==> src/hdl/sar_pkg.sv <==
// Function
// - fifteen stages hold address through reference
// - low seven stages count down as shifter
// - loads only set stages to one
// - three load strobes, one per counter
// - sends contents back to program counter
// - address selects one storage location
// - gate passes strobe only with source one
// - strobe ORs contents into exchange low stages
// - clear request zeros every stage
// - start preset gives zero or octal 40001
// - unassigned address raises class fault, halts
package sar_pkg;
    // register width
    localparam int ADDR_W = 15;
    // shift counter width in the low stages
    localparam int SHIFT_W = 7;
    // value after reset
    localparam logic [14:0] RESET_VALUE = 15'h0000;
    // second drum address, octal 40001
    localparam logic [14:0] DRUM_START = 15'h4001;
    // top field positions for class decode
    localparam int TOP3_LSB = 12;
    localparam int TOP6_LSB = 9;
    // storage class codes, one-hot
    typedef enum logic [4:0] {
        SAR_CLASS_NONE = 5'h01,
        SAR_CLASS_CORE = 5'h02,
        SAR_CLASS_DRUM = 5'h04,
        SAR_CLASS_Q = 5'h08,
        SAR_CLASS_ACC = 5'h10
    } sar_class_t;
    // whole block state
    typedef struct packed {
        logic [14:0] addr;
        logic fault;
    } sar_state_t;
endpackage : sar_pkg

==> src/hdl/sar_storage_address_register.sv <==
`timescale 1ns/1ns
module sar_storage_address_register (
    // clock and reset
    input wire logic i_clock,
    input wire logic i_rst_n,
    // counter sources and load strobes
    input wire logic [14:0] i_program_address_counter,
    input wire logic [14:0] i_first_operand_counter,
    input wire logic [14:0] i_second_operand_counter,
    input wire logic i_program_counter_load_strobe,
    input wire logic i_first_operand_load_strobe,
    input wire logic i_second_operand_load_strobe,
    // clear and start preset
    input wire logic i_address_register_clear,
    input wire logic i_start_preset,
    input wire logic i_start_select_drum,
    // shift counter control from arithmetic section
    input wire logic i_shift_count_strobe,
    // outbound transfer strobes
    input wire logic i_to_program_counter_strobe,
    input wire logic i_to_exchange_strobe,
    // outputs
    output logic [14:0] o_address,
    output logic [14:0] o_program_counter_set,
    output logic [14:0] o_exchange_set,
    output logic [6:0] o_shift_counter,
    output logic [4:0] o_storage_class,
    output logic o_class_fault
);
    // all state lives in one packed struct; the flop copy and the next copy
    // keep the address and the sticky fault in step with each other
    sar_pkg::sar_state_t state_reg; // registered state
    sar_pkg::sar_state_t state_next; // value for the next edge
    // gated ones from all three sources, merged before they reach the stages
    logic [14:0] set_mask; // ones to OR in from gated sources
    // the decode only ever looks at the leading octal digits
    logic [2:0] top3; // leading octal digit
    logic [5:0] top6; // two leading octal digits
    // one-hot storage class of the current address
    sar_pkg::sar_class_t class_dec;

    // one gate per stage per source; strobe passes only with source one
    // a gate can only drive its stage to one, never to zero, so several
    // strobes in one cycle simply merge; the controller must clear first
    // if it wants a plain copy rather than a merge of old and new ones
    always_comb begin
        for (int i = 0; i < sar_pkg::ADDR_W; i++) begin
            set_mask[i] = (i_program_counter_load_strobe & i_program_address_counter[i])
                | (i_first_operand_load_strobe & i_first_operand_counter[i])
                | (i_second_operand_load_strobe & i_second_operand_counter[i]);
        end
    end

    // storage class decode by octal ranges
    // core takes the two lowest octal groups, Q and the accumulator a
    // whole leading digit each, and drum the upper half of the space;
    // the remaining gaps are unassigned and must stop the machine
    assign top3 = state_reg.addr[14:sar_pkg::TOP3_LSB];
    assign top6 = state_reg.addr[14:sar_pkg::TOP6_LSB];
    always_comb begin
        class_dec = sar_pkg::SAR_CLASS_NONE;
        if (top6 == 6'h00 || top6 == 6'h01) begin
            class_dec = sar_pkg::SAR_CLASS_CORE;
        end else if (top3 == 3'h1) begin
            class_dec = sar_pkg::SAR_CLASS_Q;
        end else if (top3 == 3'h2) begin
            class_dec = sar_pkg::SAR_CLASS_ACC;
        end else if (top3[2]) begin
            class_dec = sar_pkg::SAR_CLASS_DRUM;
        end else begin
            class_dec = sar_pkg::SAR_CLASS_NONE;
        end
    end

    // next state: clear and preset beat loads; loads only OR in ones
    // clear wins so that a late strobe from the previous reference
    // cannot leak stale ones into the address of the next reference;
    // the shift decrement acts after the OR so both land in one edge
    always_comb begin
        state_next = state_reg;
        if (i_address_register_clear) begin
            state_next.addr = sar_pkg::RESET_VALUE;
        end else if (i_start_preset) begin
            // drum choice sets top and bottom stages, rest zero
            state_next.addr = i_start_select_drum ? sar_pkg::DRUM_START : sar_pkg::RESET_VALUE;
        end else begin
            state_next.addr = state_reg.addr | set_mask;
            if (i_shift_count_strobe) begin
                // only the low stages count; no borrow into the high stages
                state_next.addr[6:0] = state_next.addr[6:0] - 7'h01;
            end
        end
        // fault is sticky; it halts until reset
        // there is no software clear, so only a full reset restarts work
        if (class_dec == sar_pkg::SAR_CLASS_NONE) begin
            state_next.fault = 1'b1;
        end
    end

    // one register for the whole state, synchronous reset
    // reset leaves the first core address in place, a legal class,
    // so the fault cannot rise by itself straight after reset
    always_ff @(posedge i_clock) begin
        if (!i_rst_n) begin
            state_reg <= '{addr: sar_pkg::RESET_VALUE, fault: 1'b0};
        end else begin
            state_reg <= state_next;
        end
    end

    // outputs; transfers out set only the ones, like the inbound gates
    // the send outputs are combinational so the receiver sees them in the
    // strobe cycle; they are zero outside it, which the receiver ORs harmlessly
    assign o_address = state_reg.addr;
    assign o_program_counter_set = i_to_program_counter_strobe ? state_reg.addr : 15'h0000;
    assign o_exchange_set = i_to_exchange_strobe ? state_reg.addr : 15'h0000;
    assign o_shift_counter = state_reg.addr[6:0];
    assign o_storage_class = class_dec;
    assign o_class_fault = state_reg.fault;

    a_clear_wins: assert property (@(posedge i_clock) disable iff (!i_rst_n)
        i_address_register_clear |=> o_address == 15'h0000) else $error("clear did not zero");
    a_load_or: assert property (@(posedge i_clock) disable iff (!i_rst_n)
        (!i_address_register_clear && !i_start_preset && !i_shift_count_strobe && i_program_counter_load_strobe
        && !i_first_operand_load_strobe && !i_second_operand_load_strobe)
        |=> o_address == ($past(o_address) | $past(i_program_address_counter))) else $error("load not OR");
    a_hold_idle: assert property (@(posedge i_clock) disable iff (!i_rst_n)
        (!i_address_register_clear && !i_start_preset && !i_shift_count_strobe && set_mask == 15'h0000)
        |=> $stable(o_address)) else $error("address changed idle");
    a_preset_drum: assert property (@(posedge i_clock) disable iff (!i_rst_n)
        (!i_address_register_clear && i_start_preset && i_start_select_drum)
        |=> o_address == 15'h4001) else $error("drum preset wrong");
    a_shift_down: assert property (@(posedge i_clock) disable iff (!i_rst_n)
        (!i_address_register_clear && !i_start_preset && i_shift_count_strobe && set_mask == 15'h0000)
        |=> o_address[6:0] == $past(o_address[6:0]) - 7'h01 && o_address[14:7] == $past(o_address[14:7]))
        else $error("shift count wrong");
    a_fault_sticky: assert property (@(posedge i_clock) disable iff (!i_rst_n)
        o_storage_class == 5'h01 |=> o_class_fault) else $error("fault missed");
    a_send_pak: assert property (@(posedge i_clock) disable iff (!i_rst_n)
        o_program_counter_set == (i_to_program_counter_strobe ? o_address : 15'h0000)) else $error("pak send");
    a_send_x: assert property (@(posedge i_clock) disable iff (!i_rst_n)
        !i_to_exchange_strobe |-> o_exchange_set == 15'h0000) else $error("exchange leak");
    a_gate_need: assert property (@(posedge i_clock) disable iff (!i_rst_n)
        (!i_first_operand_load_strobe && !i_second_operand_load_strobe && !i_program_counter_load_strobe
        && !i_start_preset && !i_address_register_clear && !i_shift_count_strobe) |=> $stable(o_address))
        else $error("load without strobe");

    // first operand gate alone merges its ones into the old address
    a_load_first: assert property (@(posedge i_clock) disable iff (!i_rst_n)
        (!i_address_register_clear && !i_start_preset && !i_shift_count_strobe && i_first_operand_load_strobe
        && !i_program_counter_load_strobe && !i_second_operand_load_strobe)
        |=> o_address == ($past(o_address) | $past(i_first_operand_counter))) else $error("first load");

    // second operand gate alone merges its ones into the old address
    a_load_second: assert property (@(posedge i_clock) disable iff (!i_rst_n)
        (!i_address_register_clear && !i_start_preset && !i_shift_count_strobe && i_second_operand_load_strobe
        && !i_program_counter_load_strobe && !i_first_operand_load_strobe)
        |=> o_address == ($past(o_address) | $past(i_second_operand_counter))) else $error("second load");

    // core preset gives the first core address
    a_preset_core: assert property (@(posedge i_clock) disable iff (!i_rst_n)
        (!i_address_register_clear && i_start_preset && !i_start_select_drum)
        |=> o_address == 15'h0000) else $error("core preset wrong");

    // two lowest octal groups decode as core
    a_class_core: assert property (@(posedge i_clock) disable iff (!i_rst_n)
        o_address[14:9] <= 6'h01 |-> o_storage_class == 5'h02) else $error("core class wrong");

    // leading digit one decodes as Q
    a_class_q: assert property (@(posedge i_clock) disable iff (!i_rst_n)
        o_address[14:12] == 3'h1 |-> o_storage_class == 5'h08) else $error("q class wrong");

    // leading digit two decodes as accumulator
    a_class_acc: assert property (@(posedge i_clock) disable iff (!i_rst_n)
        o_address[14:12] == 3'h2 |-> o_storage_class == 5'h10) else $error("acc class wrong");

    // upper half of the space decodes as drum
    a_class_drum: assert property (@(posedge i_clock) disable iff (!i_rst_n)
        o_address[14] |-> o_storage_class == 5'h04) else $error("drum class wrong");

    // the two gaps decode as unassigned
    a_class_gap: assert property (@(posedge i_clock) disable iff (!i_rst_n)
        (o_address[14:12] == 3'h3 || (o_address[14:12] == 3'h0 && o_address[14:9] > 6'h01))
        |-> o_storage_class == 5'h01) else $error("gap class wrong");

    // once raised the fault stays until reset
    a_fault_holds: assert property (@(posedge i_clock) disable iff (!i_rst_n)
        o_class_fault |=> o_class_fault) else $error("fault dropped");

    // no fault rises while the class is legal
    a_fault_quiet: assert property (@(posedge i_clock) disable iff (!i_rst_n)
        (!o_class_fault && o_storage_class != 5'h01) |=> !o_class_fault) else $error("false fault");

    // exchange send shows the address while its strobe is high
    a_send_x_val: assert property (@(posedge i_clock) disable iff (!i_rst_n)
        i_to_exchange_strobe |-> o_exchange_set == o_address) else $error("exchange value");

    // the shift counter view is the low stages of the address
    a_shift_view: assert property (@(posedge i_clock) disable iff (!i_rst_n)
        o_shift_counter == o_address[6:0]) else $error("shift view");
endmodule : sar_storage_address_register

==> config.mk <==
export PLATFORM = sky130hd
export DESIGN_NAME = sar_storage_address_register
export DESIGN_NICKNAME = d
export VERILOG_FILES = /design/src/hdl/sar_pkg.sv /design/src/hdl/sar_storage_address_register.sv
export SDC_FILE = /design/constraint.sdc
export NUM_CORES = 1
export LEC_CHECK = 0
export ABC_CLOCK_PERIOD_IN_PS = 2500
export CAP_MARGIN = 0
export CORE_MARGIN = 3
export CORE_UTILIZATION = 60
export CTS_CLUSTER_SIZE = 10
export DETAILED_ROUTE_END_ITERATION = 8
export DONT_BUFFER_PORTS = 1
export MAX_ROUTING_LAYER = met4
export PLACE_DENSITY = 0.74
export SYNTH_ARGS = -nofsm -noshare
export SYNTH_HDL_FRONTEND = slang
export SYNTH_SLANG_ARGS = --single-unit
export TNS_END_PERCENT = 20
==> constraint.sdc <==
create_clock -name i_clock -period 2.5 [get_ports i_clock]
set_input_delay 0.25 -clock i_clock [delete_from_list [all_inputs] [get_ports i_clock]]
set_output_delay 0.25 -clock i_clock [all_outputs]
set_load 0.01 [all_outputs]
# Word-level counts from Yosys, hierarchy flattened
# Index checks and enable logic that the tools add are counted.
# word_totals
ff_bits	16
inputBits	56
output_inout_bits	58
elab_cells	96
# op_classes
add_sub_neg	1
eq_ne	4
mux	9
n_bitwise	77
reduce_logical	3
# ops
op	n
$mux W15	4
$and A1 B1 Y1	45
$or A1 B1 Y1	30
$mux W5	3
$or A15 B15 Y15	1
$mux W7	1
$sub A7 B1 Y7 const B	1
$eq A6 B1 Y1 const B	1
$logic_not A6 Y1	1
$eq A5 B1 Y1 const B	1
$eq A3 B1 Y1 const B	1
$eq A3 B2 Y1 const B	1
$mux W3	1
$reduce_or A2 Y1	1
$logic_or A1 B1 Y1	1
$not A1 Y1	1

# Depth between registers and ports, before layout
# logic_depth
depth_word	7
mapped_depth	7

# Worst setup path before layout
# OpenSTA, ideal clock, no wires.
# synth_path
path_kind	in2reg
start	in i_first_operand_load_strobe
end	reg state_reg, in the netlist o_address[6]
setup_time_ps	128
arrival_time_ps	1470
required_ps	2372
slack_ps	903
stages	7
path_buffers	0
cell_sequence	a22o_1 a211oi_4 ha_1 nand4_1 nor4_2 xnor2_1 nor2_1
# synth_between
elab_chain_cells	7
word_cells_on_any_way	25
cone_classes	add/sub: 1; mux: 2; bitwise: 22
# synth_lines
item	line	source
from (decl)	sar_storage_address_register.sv:11	input wire logic i_first_operand_load_strobe,
$and A1 B1 Y1	sar_storage_address_register.sv:49	| (i_first_operand_load_strobe & i_first_operand_counter[i])
$or A1 B1 Y1	sar_storage_address_register.sv:49	
$or A1 B1 Y1	sar_storage_address_register.sv:50	| (i_second_operand_load_strobe & i_second_operand_counter[i]);
$or A15 B15 Y15 (*)	sar_storage_address_register.sv:87	state_next.addr = state_reg.addr | set_mask;
$sub A7 B1 Y7	sar_storage_address_register.sv:90	state_next.addr[6:0] = state_next.addr[6:0] - 7'h01;
$mux W7 (*)	sar_storage_address_register.sv:88	if (i_shift_count_strobe) begin
$mux W15 (*)	sar_storage_address_register.sv:83	end else if (i_start_preset) begin
to (signal assigned)	sar_storage_address_register.sv:105	state_reg <= '{addr: sar_pkg::RESET_VALUE, fault: 1'b0};
to (signal assigned)	sar_storage_address_register.sv:107	state_reg <= state_next;
to (decl)	sar_storage_address_register.sv:32	sar_pkg::sar_state_t state_reg;
# Mark *: on every way between the ends. The rest lies on a longest branch, timed or not.
# A chain may end at the register's enable or synchronous reset.

# Worst setup path after layout
# layout_path
start	reg state_reg, in the netlist o_address[14]
end	out o_storage_class[0]
# layout_between
elab_chain_cells	4
word_cells_on_any_way	9
cone_classes	eq/ne: 3; mux: 4; reduce/logical: 2
# layout_lines
item	line	source
$eq A3 B2 Y1 or $mux W3 (tied branches)	sar_storage_address_register.sv:66, sar_storage_address_register.sv:68	
$mux W5	sar_storage_address_register.sv:66	end else if (top3 == 3'h2) begin
$mux W5	sar_storage_address_register.sv:64	end else if (top3 == 3'h1) begin
$mux W5 (*)	sar_storage_address_register.sv:62	if (top6 == 6'h00 || top6 == 6'h01) begin
to (decl)	sar_storage_address_register.sv:27	output logic [4:0] o_storage_class,
# Marked as above.

==> results.toml <==
[outcome]
status = "completed"

[cts]
clk_path_buf_depth = 2
cts_made_buffers = 3
cts-root-buf = "clkbuf_4"
clock_sinks = 16
cts-hold-fix-buffers = 0
path_clk_slew_ns = 0.09
insertion_delay_ns = 0.28
cts_resized = 0
cts_setup_buffers = 0
htreeDepth = 1
cts_tree = "yes"

[layout]
nets = 187
final_cells = 153
regArea_um2 = 320.3
area_growth_pct = -1.455
antenna_cells = 0
fin_area_um2 = 1101
multi_input_area_um2 = 714.4
fillers = 138
drive_gt1_frac = 0.09302
postLayoutCoreUtil = 0.6759

[global_route]
grt_pass1_vias = 1023
overflow = 0
grt_max_degree = 16
track_usage = 0.2523
grt_pass1_wl_mm = 4.664
antenna_found_initial = 0

[sta]
drv_slew = 0
fmax_mhz = 504.0
tns_ns = 0
slew_headroom = 0.6395
skew_ns = 0.004347
layout_min_cycle_time_ns = 1.984
period_share = 0.7936
worst_slew_pin_slew_ns = 0.5366
rsz0062_at_grt = "false"
hold_viol_final = 0
setup_viol = 0

[place]
globalplace.congestion = 0.8293
hpwl_mm = 2.333
portBuffers = 0
dpl_cell_area_um2 = 1065
dpl.cell_count = 149

[synthesis]
synth-simple-area-share = 0.3214
synth.avg_cell_area_um2 = 8.038
synth_top_family_by_area = "simple AND/OR/NAND/NOR gates"
ys_ff_latch = 16
syn_nets = 196
ys_types = 34
synthXorXnorAreaFrac = 0.03919
synth_adder_area_share = 0.01120
syn_area_um2 = 1117
synth_mux_area_frac = 0
postSynthCellCount = 139
yosysSeqAreaShare = 0.2867
synth-compound-area-share = 0.2676
yosys_warnings = 0

[setup_path]
critical_path.n_buffers_inverters = 0
critPathCaptureType = "output port"
r2r_slack_ns = 0.73
rr_endpoint = "o_address[6]"
crit_type = "reg2out"
crit_required_ns = 2.25
path_delay_family = "simple AND/OR/NAND/NOR gates"
reg2reg_from = "o_address[0]"
path_max_fanout = 9
crit_chain = "or4_1 -> nor2_1 -> nor3_1"
slowest_delay_ns = 0.57
ff2ff_path_depth = 6
critPathArrivalTime_ns = 1.73
crit_slowest_cell = "or4_1"
worst-path-stages = 3
startpoint_type = "register"

[detailed_routing]
wl_per_cell_um = 19.55
via_count = 1012
drt.antenna.violating_nets = 0
drc = 0
first_pass_iters = 4
wl_mm = 2.991
drt_iter0_markers = 23
routed_via_density = 6.614

[floorplanning]
start_util = 0.6859
die_w_um = 49.16
die_h_um = 49.16
coreArea_um2 = 1629
die_area_um2 = 2416
ios = 114
fp-row-count = 14

[pwr]
p_per_area_nw_per_um2 = 504.9
leakage_nw = 0.4273
ir_worst_vdd_v = 0.0004193
p_total_mw = 0.5560

[hold_path]
min_to = "o_address[14]"
hold_path_depth = 1
hold_class = "in2reg"
min_from = "i_address_register_clear"

[flow_run]
drv_cap = 0
Yosys cell counts:
cell type	instances	share of area
a211oi_2	1	0.011
xor2_1	2	0.016
a22o_1	2	0.016
or3b_1	1	0.0078
and4_4	1	0.010
o21ai_0	1	0.0045
clkbuf_1	4	0.013
nor3b_1	3	0.020
nor3_2	1	0.0090
and2_1	30	0.17
a21oi_2	1	0.0078
nor2b_1	1	0.0056
nor3_1	1	0.0045
a22oi_2	2	0.022
a211oi_4	1	0.018
or4_1	1	0.0067
o21a_1	1	0.0067
nand2_1	8	0.027
a22oi_1	10	0.067
or3_1	1	0.0056
nand4_1	1	0.0056
and3_1	2	0.011
dfxtp_1	16	0.29
a211oi_1	1	0.0067
and3b_1	1	0.0078
ha_1	1	0.011
o21ai_1	1	0.0045
xnor2_1	3	0.024
nor2_1	5	0.017
nor4_2	1	0.011
buf_4	7	0.047
nand3_1	1	0.0045
a21oi_1	23	0.10
buf_2	3	0.013
cell families after synthesis:
| family | after synthesis |
|---|---|
| and+or+nand+nor | 59 |
| AOI/OAI and AO/OA | 44 |
| DFF | 16 |
| buffers and inverters | 14 |
| xor gates and xnor gates | 5 |
| adders and majority gates | 1 |
worst max path at each step:
| stage | start | to | slack (ns) |
|---|---|---|---|
| final | o_address[14] | o_storage_class[0] | 0.52 |
| after global routing | o_address[14] | o_storage_class[0] | 0.44 |
| after CTS | o_address[14] | o_storage_class[0] | 0.52 |
| after detailed placement | o_address[0] | o_address[6] | 0.75 |
| after global placement | o_address[14] | o_class_fault | 0.79 |
| after floorplan | i_first_operand_load_strobe | o_address[6] | 0.90 |
report_power, final:
part           leakage, nW  internal [mW]  switching (mW)
combinational        0.276         0.0456          0.0527
clock               0.0210         0.0886          0.0777
sequential           0.131          0.266          0.0249
total                0.427          0.401           0.155
stage by stage:
stage | hold slack [ns] | setup WS [ns]
global route | 0.009495 | 0.4392
finish | 0.02662 | 0.5160
detailed placement | 0.3296 | 0.7463
global placement | 0.3380 | 0.7931
CTS | 0.01946 | 0.5236
floorplan | 0.3261 | 0.9025
state kept, by name, summed over array words and instances, names as in the netlist:
name / cells
o_class_fault: 1
o_address: 15
cell type report:
cell class / instances / area share
multi-input combinational: 109 / 0.6489
sequential: 16 / 0.2909
clock buffer: 4 / 0.03295
tap: 24 / 0.02727
routing by layer:
layer  vias to the layer above  part of all wire  global-route usage
li1                        468                 -                   -
met1                       465              0.39              0.2761
met2                        77              0.49              0.4330
met3                         2              0.11             0.09174
met4                         0            0.0057             0.05687
met5                         -                 0                   -
layout by cell type, fill, tap and decap left out, drive strengths merged, types with 2 or more instances in the layout:
cell type and instances:
and2 30, a22o 2, clkbuf 4, nor3b 3
dfxtp 16, nor3 2, o21ai 2, nand2 8
a211oi 3, a21oi 24, xnor2 3, and3 2
xor2 2, nor2 5, a22oi 12
worst reg2reg max path, cell delays in order (launching register included):
cell      delay (ns)
dfxtp_1         0.44
a211oi_4        0.31
ha_1            0.22
nand4_1         0.16
nor4_2          0.32
xnor2_1         0.16
nor2_1          0.05
No activity file was read; power rests on OpenSTA's default activity.
